$ cat config.mk
export PLATFORM = sky130hd
export DESIGN_NAME = afi_fault_inhibit
export DESIGN_NICKNAME = d
export VERILOG_FILES = /design/src/rtl/afi_pkg.sv /design/src/rtl/afi_fault_inhibit.sv
export SDC_FILE = /design/constraint.sdc
export NUM_CORES = 1
export LEC_CHECK = 0
export BUFFER_PORTS_ARGS = -buffer_cell sky130_fd_sc_hd__buf_2
export CORE_AREA = 8 8 98 100
export CTS_BUF_LIST = sky130_fd_sc_hd__clkbuf_8
export CTS_CLUSTER_SIZE = 16
export DETAILED_ROUTE_END_ITERATION = 6
export DIE_AREA = 0 0 106 108
export GPL_TIMING_DRIVEN = 0
export PLACE_DENSITY = 0.84
export SYNTH_ARGS = -nofsm -noshare
export SYNTH_HDL_FRONTEND = slang
export SYNTH_SLANG_ARGS = --single-unit
$ cat constraint.sdc
create_clock -name core_clk -period 1.9 [get_ports core_clk]
set_clock_uncertainty 0.05 [all_clocks]
set_input_delay 0.095 -clock core_clk [delete_from_list [all_inputs] [get_ports core_clk]]
set_output_delay 0.095 -clock core_clk [all_outputs]
set_load 0.05 [all_outputs]
$ cat src/rtl/afi_pkg.sv
// Package: register map, field layout and state types of the fault inhibit
package afi_pkg;

   // ****************************************
   // Register byte offsets
   // ****************************************
   localparam logic [7:0] ADDR_STATUS  = 8'h00;
   localparam logic [7:0] ADDR_CLEAR   = 8'h04;
   localparam logic [7:0] ADDR_ENABLE  = 8'h08;
   localparam logic [7:0] ADDR_CONTROL = 8'h0c;
   localparam logic [7:0] ADDR_CAUSE   = 8'h10;
   localparam logic [7:0] ADDR_TEMP    = 8'h14;
   localparam logic [7:0] ADDR_LIVE    = 8'h18;
   localparam logic [7:0] ADDR_MOTION  = 8'h1c;

   // ****************************************
   // Fault bit positions
   // ****************************************
   localparam int NFLT         = 7;
   localparam int BIT_SHORT    = 0;
   localparam int BIT_UNDERV   = 1;
   localparam int BIT_OVERV    = 2;
   localparam int BIT_OVERT    = 3;
   localparam int BIT_SUPPLY   = 4;
   localparam int BIT_COMMUT   = 5;
   localparam int BIT_BATTERY  = 6;
   localparam logic [NFLT-1:0] INHIBIT_MASK = 7'h3f;

   // ****************************************
   // Reset values and codes
   // ****************************************
   localparam logic [NFLT-1:0] ENABLE_RST  = 7'h00;
   localparam logic            LATCH_RST   = 1'b1;
   localparam logic [1:0]      RESP_OKAY   = 2'b00;
   localparam logic [1:0]      RESP_SLVERR = 2'b10;
   localparam logic [31:0]     READ_ZERO   = 32'h0000_0000;
   // Display codes: 0 none, 1..6 fault index plus one, 7 battery text
   localparam logic [2:0]      DISP_NONE   = 3'h0;
   localparam logic [2:0]      DISP_BATTERY_WARNING_TEXT   = 3'h7;

   typedef enum logic [1:0] {RUN, INHIBIT, WAITCLR} afi_mode_e;

   typedef struct packed {
      logic [NFLT-1:0] sync1;
      logic [NFLT-1:0] sync2;
      logic [NFLT-1:0] status;
      logic [NFLT-1:0] enable;
      logic            latch;
      logic [NFLT-2:0] cause;
      logic            overTemp;
      logic [1:0]      lowSync;
      logic [NFLT-1:0] prevLive;
      logic [7:0]      temp1;
      logic [7:0]      temp2;
      logic [1:0]      modeSync;
      logic [1:0]      doneSync;
      logic            battPrev;
      logic            battMsg;
      logic            swRestart;
      afi_mode_e       mode;
      logic            awHeld;
      logic [7:0]      awAddr;
      logic            wHeld;
      logic [31:0]     wData;
      logic            bValid;
      logic [1:0]      bResp;
      logic            rValid;
      logic [31:0]     rData;
      logic [1:0]      rResp;
      logic [2:0]      disp;
   } afi_state_s;

endpackage : afi_pkg
$ cat src/rtl/afi_fault_inhibit.sv
// Module: amplifier fault gathering, bridge inhibit and AXI4-Lite registers
//
// Local design decisions: register access over AXI4-Lite and the address map.
`timescale 1ns/10ps
`default_nettype none

// Behaviour
// - Every enabled fault interrupts the processor; every fault except low battery inhibits the bridge.
// - Cause of the present inhibit stays readable by the host.
// - An active fault shows its code on the display output.
// - Output short circuit inhibits the amplifier.
// - DC bus under or over voltage inhibits the amplifier.
// - Heatsink above upper threshold inhibits the amplifier.
// - Over-temperature inhibit ends only below the lower threshold.
// - Heatsink temperature is readable at any time.
// - Internal supply sum too low or imbalance too high inhibits.
// - Missing commutation feedback inhibits the amplifier.
// - Low battery sends a message and shows battery text, no inhibit.
// - Inhibit output low while inhibited, released otherwise.
// - Motion complete output goes high when motion is complete.
// - Low mode-select means current mode, high means velocity mode.
// - Latch mode keeps the bridge off until a reset, even if clear.
// - Auto restart releases the inhibit once the cause has cleared.
module afi_fault_inhibit
   import afi_pkg::*;
(
   // Clock and reset
   input  wire logic        core_clk,
   input  wire logic        nrst,
   // Comparator and sensor inputs, asynchronous
   input  wire logic        shortFault,
   input  wire logic        busUnder,
   input  wire logic        busOver,
   input  wire logic        tempAboveHigh,
   input  wire logic        tempBelowLow,
   input  wire logic        supplyFault,
   input  wire logic        commutLost,
   input  wire logic        batteryLow,
   input  wire logic [7:0]  heatsinkTemp,
   input  wire logic        modeSelect,
   input  wire logic        motionDone,
   // Reset pushbutton, asynchronous
   input  wire logic        faultReset,
   // AXI4-Lite slave
   input  wire logic [7:0]  s_axi_awaddr,
   input  wire logic        s_axi_awvalid,
   output logic             s_axi_awready,
   input  wire logic [31:0] s_axi_wdata,
   input  wire logic [3:0]  s_axi_wstrb,
   input  wire logic        s_axi_wvalid,
   output logic             s_axi_wready,
   output logic [1:0]       s_axi_bresp,
   output logic             s_axi_bvalid,
   input  wire logic        s_axi_bready,
   input  wire logic [7:0]  s_axi_araddr,
   input  wire logic        s_axi_arvalid,
   output logic             s_axi_arready,
   output logic [31:0]      s_axi_rdata,
   output logic [1:0]       s_axi_rresp,
   output logic             s_axi_rvalid,
   input  wire logic        s_axi_rready,
   // Amplifier side
   output logic             bridgeInhibit,
   output logic             inhibitOutN,
   output logic             inhibitOutOe,
   output logic             motionComplete,
   output logic             velocityMode,
   output logic [2:0]       displayCode,
   output logic             batteryWarnMsg,
   output logic             irq
);

   afi_state_s s_q;
   afi_state_s s_d;

   logic [NFLT-1:0] rawFault;
   logic [NFLT-1:0] live;
   logic [NFLT-1:0] rise;
   logic [NFLT-2:0] faultNow;
   logic [NFLT-1:0] clrBits;
   logic [2:0]      dispNext;
   logic            wrFire;
   logic            rdFire;
   logic            causeClear;
   logic [1:0]      rstSync;
   logic            rstReq;

   assign rawFault = {batteryLow, commutLost, supplyFault, tempAboveHigh,
                      busOver, busUnder, shortFault};

   // ****************************************
   // Reset pushbutton synchroniser
   // ****************************************
   always_ff @(posedge core_clk) begin
      if (!nrst) begin
         rstSync <= 2'b00;
      end else begin
         rstSync <= {rstSync[0], faultReset};
      end
   end
   assign rstReq = rstSync[1];

   // ****************************************
   // Handshake outputs
   // ****************************************
   assign s_axi_awready = !s_q.awHeld && !s_q.bValid;
   assign s_axi_wready  = !s_q.wHeld && !s_q.bValid;
   assign s_axi_arready = !s_q.rValid;
   assign s_axi_bvalid  = s_q.bValid;
   assign s_axi_bresp   = s_q.bResp;
   assign s_axi_rvalid  = s_q.rValid;
   assign s_axi_rdata   = s_q.rData;
   assign s_axi_rresp   = s_q.rResp;

   // ****************************************
   // Amplifier outputs
   // ****************************************
   assign bridgeInhibit  = (s_q.mode != RUN);
   assign inhibitOutN    = 1'b0;
   assign inhibitOutOe   = (s_q.mode != RUN);
   assign motionComplete = s_q.doneSync[1];
   assign velocityMode   = s_q.modeSync[1];
   assign displayCode    = s_q.disp;
   assign batteryWarnMsg = s_q.battMsg;
   assign irq            = |(s_q.status & s_q.enable);

   // Over-temperature is held by its own hysteresis state, not the raw pin
   always_comb begin
      live = s_q.sync2;
      live[BIT_OVERT] = s_q.overTemp;
   end

   always_comb begin
      s_d = s_q;
      rise = '0;
      clrBits = '0;
      dispNext = DISP_NONE;
      wrFire = 1'b0;
      rdFire = 1'b0;
      causeClear = 1'b0;

      // Two flops on every comparator input
      s_d.sync1 = rawFault;
      s_d.sync2 = s_q.sync1;
      s_d.lowSync = {s_q.lowSync[0], tempBelowLow};
      s_d.temp1 = heatsinkTemp;
      s_d.temp2 = s_q.temp1;
      s_d.modeSync = {s_q.modeSync[0], modeSelect};
      s_d.doneSync = {s_q.doneSync[0], motionDone};

      // Hysteresis: set above high, cleared only below low
      if (s_q.sync2[BIT_OVERT]) begin
         s_d.overTemp = 1'b1;
      end else if (s_q.lowSync[1]) begin
         s_d.overTemp = 1'b0;
      end

      faultNow = live[NFLT-2:0] & INHIBIT_MASK[NFLT-2:0];

      // Inhibit state machine
      case (s_q.mode)
         RUN: begin
            if (|faultNow) begin
               s_d.mode  = INHIBIT;
               s_d.cause = faultNow;
            end
         end
         INHIBIT: begin
            if (~|faultNow) begin
               if (s_q.latch) begin
                  s_d.mode = WAITCLR;
               end else begin
                  s_d.mode = RUN;
                  causeClear = 1'b1;
               end
            end
         end
         WAITCLR: begin
            if (|faultNow) begin
               s_d.mode = INHIBIT;
            end else if (rstReq || s_q.swRestart) begin
               s_d.mode = RUN;
               causeClear = 1'b1;
            end
         end
         default: begin
            s_d.mode = INHIBIT;
         end
      endcase
      // Cause is frozen until the inhibit ends
      if (causeClear) begin
         s_d.cause = '0;
      end
      s_d.swRestart = 1'b0;

      // Sticky event bits
      rise = live & ~s_q.prevLive;
      s_d.prevLive = live;
      // Battery message pulse and display
      s_d.battPrev = live[BIT_BATTERY];
      s_d.battMsg  = live[BIT_BATTERY] && !s_q.battPrev;

      // Display: first active inhibiting fault, else battery text
      for (int i = NFLT-2; i >= 0; i--) begin
         if (live[i]) begin
            dispNext = 3'(i + 1);
         end
      end
      if (dispNext == DISP_NONE && live[BIT_BATTERY]) begin
         dispNext = DISP_BATTERY_WARNING_TEXT;
      end
      s_d.disp = dispNext;

      // Write channel
      if (s_axi_awvalid && s_axi_awready) begin
         s_d.awHeld = 1'b1;
         s_d.awAddr = s_axi_awaddr;
      end
      if (s_axi_wvalid && s_axi_wready) begin
         s_d.wHeld = 1'b1;
         s_d.wData = s_axi_wdata;
      end
      if (s_q.awHeld && s_q.wHeld) begin
         wrFire = 1'b1;
         s_d.awHeld = 1'b0;
         s_d.wHeld = 1'b0;
         s_d.bValid = 1'b1;
         s_d.bResp = RESP_OKAY;
         case ({s_q.awAddr[7:2], 2'b00})
            ADDR_CLEAR: begin
               clrBits = s_q.wData[NFLT-1:0];
            end
            ADDR_ENABLE: begin
               s_d.enable = s_q.wData[NFLT-1:0];
            end
            ADDR_CONTROL: begin
               s_d.latch = s_q.wData[0];
               s_d.swRestart = s_q.wData[1];
            end
            ADDR_STATUS, ADDR_CAUSE, ADDR_TEMP, ADDR_LIVE, ADDR_MOTION: begin
               s_d.bResp = RESP_OKAY;
            end
            default: begin
               s_d.bResp = RESP_SLVERR;
            end
         endcase
      end
      if (s_q.bValid && s_axi_bready) begin
         s_d.bValid = 1'b0;
      end
      // Set wins over a clear in the same cycle
      s_d.status = (s_q.status & ~clrBits) | rise;

      // Read channel
      if (s_axi_arvalid && s_axi_arready) begin
         rdFire = 1'b1;
         s_d.rValid = 1'b1;
         s_d.rResp = RESP_OKAY;
         s_d.rData = READ_ZERO;
         case ({s_axi_araddr[7:2], 2'b00})
            ADDR_STATUS:  s_d.rData[NFLT-1:0] = s_q.status;
            ADDR_CLEAR:   s_d.rData = READ_ZERO;
            ADDR_ENABLE:  s_d.rData[NFLT-1:0] = s_q.enable;
            ADDR_CONTROL: s_d.rData[1:0] = {(s_q.mode != RUN), s_q.latch};
            ADDR_CAUSE:   s_d.rData[NFLT-2:0] = s_q.cause;
            ADDR_TEMP:    s_d.rData[7:0] = s_q.temp2;
            ADDR_LIVE:    s_d.rData[NFLT-1:0] = live;
            ADDR_MOTION:  s_d.rData[1:0] = {s_q.modeSync[1], s_q.doneSync[1]};
            default:      s_d.rResp = RESP_SLVERR;
         endcase
      end else if (s_q.rValid && s_axi_rready) begin
         s_d.rValid = 1'b0;
      end
   end

   always_ff @(posedge core_clk) begin
      if (!nrst) begin
         s_q <= '0;
         s_q.enable <= ENABLE_RST;
         s_q.latch  <= LATCH_RST;
         s_q.mode   <= RUN;
      end else begin
         s_q <= s_d;
      end
   end

endmodule : afi_fault_inhibit

`default_nettype wire

==> results.yml <==
clocking:
  cts_made_buffers: 9
  h-tree-depth: 3
  cts_tree: "done"
  clk_pin_slew_worst_paths_ns: 0.10
  clk_latency_ns: 0.36
  cts_root_buf: "clkbuf_8"
  cts_sinks: 101
  clockBufferDepth: 2
  cts_setup_buffers: 0
synth:
  synth-seq-area-share: 0.492
  ys_async_sr_fraction: 0
  mappedNetlistArea_um2: 4110
  netlist_top_cells_area: "dfxtp_1 49%, buf_4 7.5%, and2_1 7.5%, mux2i_1 5.8%, nor2b_1 4.4%"
  synth_flop_cell: "dfxtp_1"
  ys_ff_latch: 101
  syn_inst: 411
  syn-mean-instance-area_um2: 10.0
  synth_edf_count: 0
  synthDistinctLibCells: 47
  synth_top_area_share: 0.492
  yosysTopAreaCell: "dfxtp_1"
  yosysWarnings: 0
floorplanning:
  core_um2: 8050
  die_x_um: 106
  die_h_um: 108
  die-area_um2: 11400
  start_util: 0.510
  num_rows: 33
  ios: 129
layout:
  multi_input_area_um2: 1800
  ff_latch_area_um2: 2020
  instances_no_fill: 659
  area_growth_syn_to_layout_pct: 28.1
  finalNetCount: 630
  diodes: 0
  nFillCells: 647
  layout-drive-gt1-share: 0.258
pwr:
  ir_drop_v: 0.000459
  switching_share: 0.294
  p_comb_frac: 0.177
  netSwitchingPower_uw: 1320
  share_seq_of_total_power: 0.509
  p_leak_uw: 0.00238
  pwr-share-clk: 0.315
  design_power_total_uw: 4500
  p_per_area_nw_per_um2: 855
  p_int_uw: 3180
worst_setup_path:
  start_kind: "register"
  path_buf_inv: 1
  crit_chain: "or3_4 > or4_4 > buf_6 > mux2i_1 > nor2b_1"
  worst-path-max-fanout: 7
  path_class: "reg2reg"
  cp.required_ns: 2.11
  crit_family: "simple AND/OR/NAND/NOR gates"
  end_kind: "register"
  max_stage_delay_ns: 0.50
  crit_slowest_cell: "or4_4"
  crit_arrival_ns: 2.00
sta:
  period_minus_slack_ns: 1.80
  hold_viol_final: 0
  period_share: 0.945
  tightest_slew_ns: 0.800
  setup_viol: 0
  relSlewSlack: 0.462
  slew_viol_final: 0
  rsz0062_at_grt: "false"
  fmax_mhz: 557
route:
  m1WireLength_um: 3720
  vias_per_cell: 4.80
  totalWireLength_um: 9000
  met3WireLength_um: 518
  drt_iter0_drc: 194
  wl_per_cell_um: 13.7
  ant_nets: 0
  top_layer: "met4"
  drc: 0
  vias: 3161
  dr_wl_met2_um: 4550
  dr.pass1.iters: 4
placement:
  finalWeightedCongestion: 0.846
  dp.cells: 609
  post-dp-hpwl_um: 6720
  port_buffers: 67
grt:
  grtUsageTotal: 0.159
  antenna_found_initial: 0
  grt_pass1_vias: 3112
  grt_pass1_wl_um: 14700
  grt_max_degree: 20
  overflow: 0
worst_hold_path:
  hp-class: "in2reg"
flow_run:
  drv_cap: 0
run_status:
  status: "finished clean"
## worst paths after layout
path	startpoint	endpoint	slack, ns	cells past startpoint
hold reg to reg	s_q[114]$_SDFF_PN0_	batteryWarnMsg$_SDFF_PN0_	0.37	1
setup reg to reg	s_q[79]$_SDFFE_PN0P_	s_q[126]$_SDFFE_PN0P_	0.10	5
setup / recovery	s_q[79]$_SDFFE_PN0P_	s_q[126]$_SDFFE_PN0P_	0.10	5
hold / removal	nrst	s_q[114]$_SDFF_PN0_	0.04	2
## cells by family after synthesis
family                     after synthesis  share of synthesized area
adders and majority gates                3                    0.00913
buffers and inverters                   67                      0.101
AOI/OAI and AO/OA                       60                      0.102
and+or+nand+nor                        148                      0.204
muxes                                   31                     0.0913
other                                    1                   0.000912
DFF                                    101                      0.492
## flip-flops by register name (all words and copies together) (netlist names)
register	flops
s_axi_rdata	8
s_axi_rresp	1
s_axi_rvalid	1
batteryWarnMsg	1
faultNow	6
s_q	56
velocityMode	1
rstSync	2
displayCode	3
s_d	18
s_axi_bvalid	1
live	1
motionComplete	1
s_axi_bresp	1
## cells in the mapped netlist (2+ instances only)
master,instances
nand2_1,19
a21oi_1,9
a22oi_1,4
a31o_2,2
nor2_1,21
dfxtp_1,101
a221oi_1,6
or3b_2,2
clkbuf_1,17
nor3_1,7
nor2b_1,29
a21boi_0,8
mux4_2,5
inv_1,6
nand4_1,3
or3_1,2
nand2b_1,2
o21ai_0,11
mux2_2,2
nand3_1,6
buf_4,41
mux2i_1,24
ha_1,3
and2_1,49
o211a_1,2
o21a_1,9
## repair_timing
| item | CTS | global route |
|---|---|---|
| hold endpoints to repair | 34 | 0 |
| resized for setup | 2 | 1 |
| setup endpoints to repair | 12 | 6 |
| pin swaps | 0 | 0 |
| hold buffers | 35 | 0 |
## layout make-up
| type | instances | area share |
|---|---|---|
| buffer | 60 | 0.0737 |
| clock buffer | 9 | 0.0235 |
| clock inverter | 7 | 0.0171 |
| inverter | 6 | 0.00428 |
| multi-input combinational | 269 | 0.342 |
| sequential | 101 | 0.384 |
| tap | 105 | 0.0250 |
| timing repair buffer | 102 | 0.130 |
## power groups by stage
stage	Sequential (uW)	Clock (uW)	Combinational (uW)
floorplan	2330	0	574
global placement	2330	0	721
detailed placement	2340	0	735
CTS	2290	1440	795
global route	2300	1520	860
finish	2290	1420	795
## cells in the final DEF, fill, tap and decap left out, types with 3 or more instances in the layout
master	netlist	routed
a221oi_1	6	6
clkbuf_8	0	9
nand2_1	19	19
o21a_1	9	9
buf_4	41	41
dlygate4sd3_1	0	35
a21oi_1	9	9
conb_1	1	27
inv_1	6	6
a21boi_0	8	8
a22oi_1	4	4
mux4_2	5	5
and2_1	49	49
nor2b_1	29	29
nor3_1	7	6
clkbuf_1	17	16
nor2_1	21	19
dfxtp_1	101	101
ha_1	3	3
o21ai_0	11	10
nand3_1	6	6
nand4_1	3	3
buf_2	1	68
mux2i_1	24	24
## worst register-to-register path, stage by stage (launching register included)
cell and delay [ns]:
dfxtp_1 0.33, or3_4 0.42, or4_4 0.50, buf_6 0.16, mux2i_1 0.16, nor2b_1 0.07
## per-stage QoR
stage,utilization,setup WS (ns),hold slack (ns),cell area [um2],TNS [ns]
final,0.654,0.104,0.0392,5260,0
after CTS,0.653,0.0857,0.0284,5260,0
after floorplan,-,0.0317,0.172,4220,0
after global routing,0.654,0.00704,0.0369,5260,0
after global placement,0.582,0.0385,0.251,4690,0
after detailed placement,0.582,-0.0156,0.254,4690,-0.0368
## per-layer routing
| metal | vias up | GRT usage |
|---|---|---|
| met5 | - | 0 |
| met4 | 0 | 0.0704 |
| met3 | 17 | 0.0410 |
| met2 | 105 | 0.278 |
| met1 | 1445 | 0.181 |
| li1 | 1594 | - |
No activity file was read; power rests on OpenSTA's default activity.
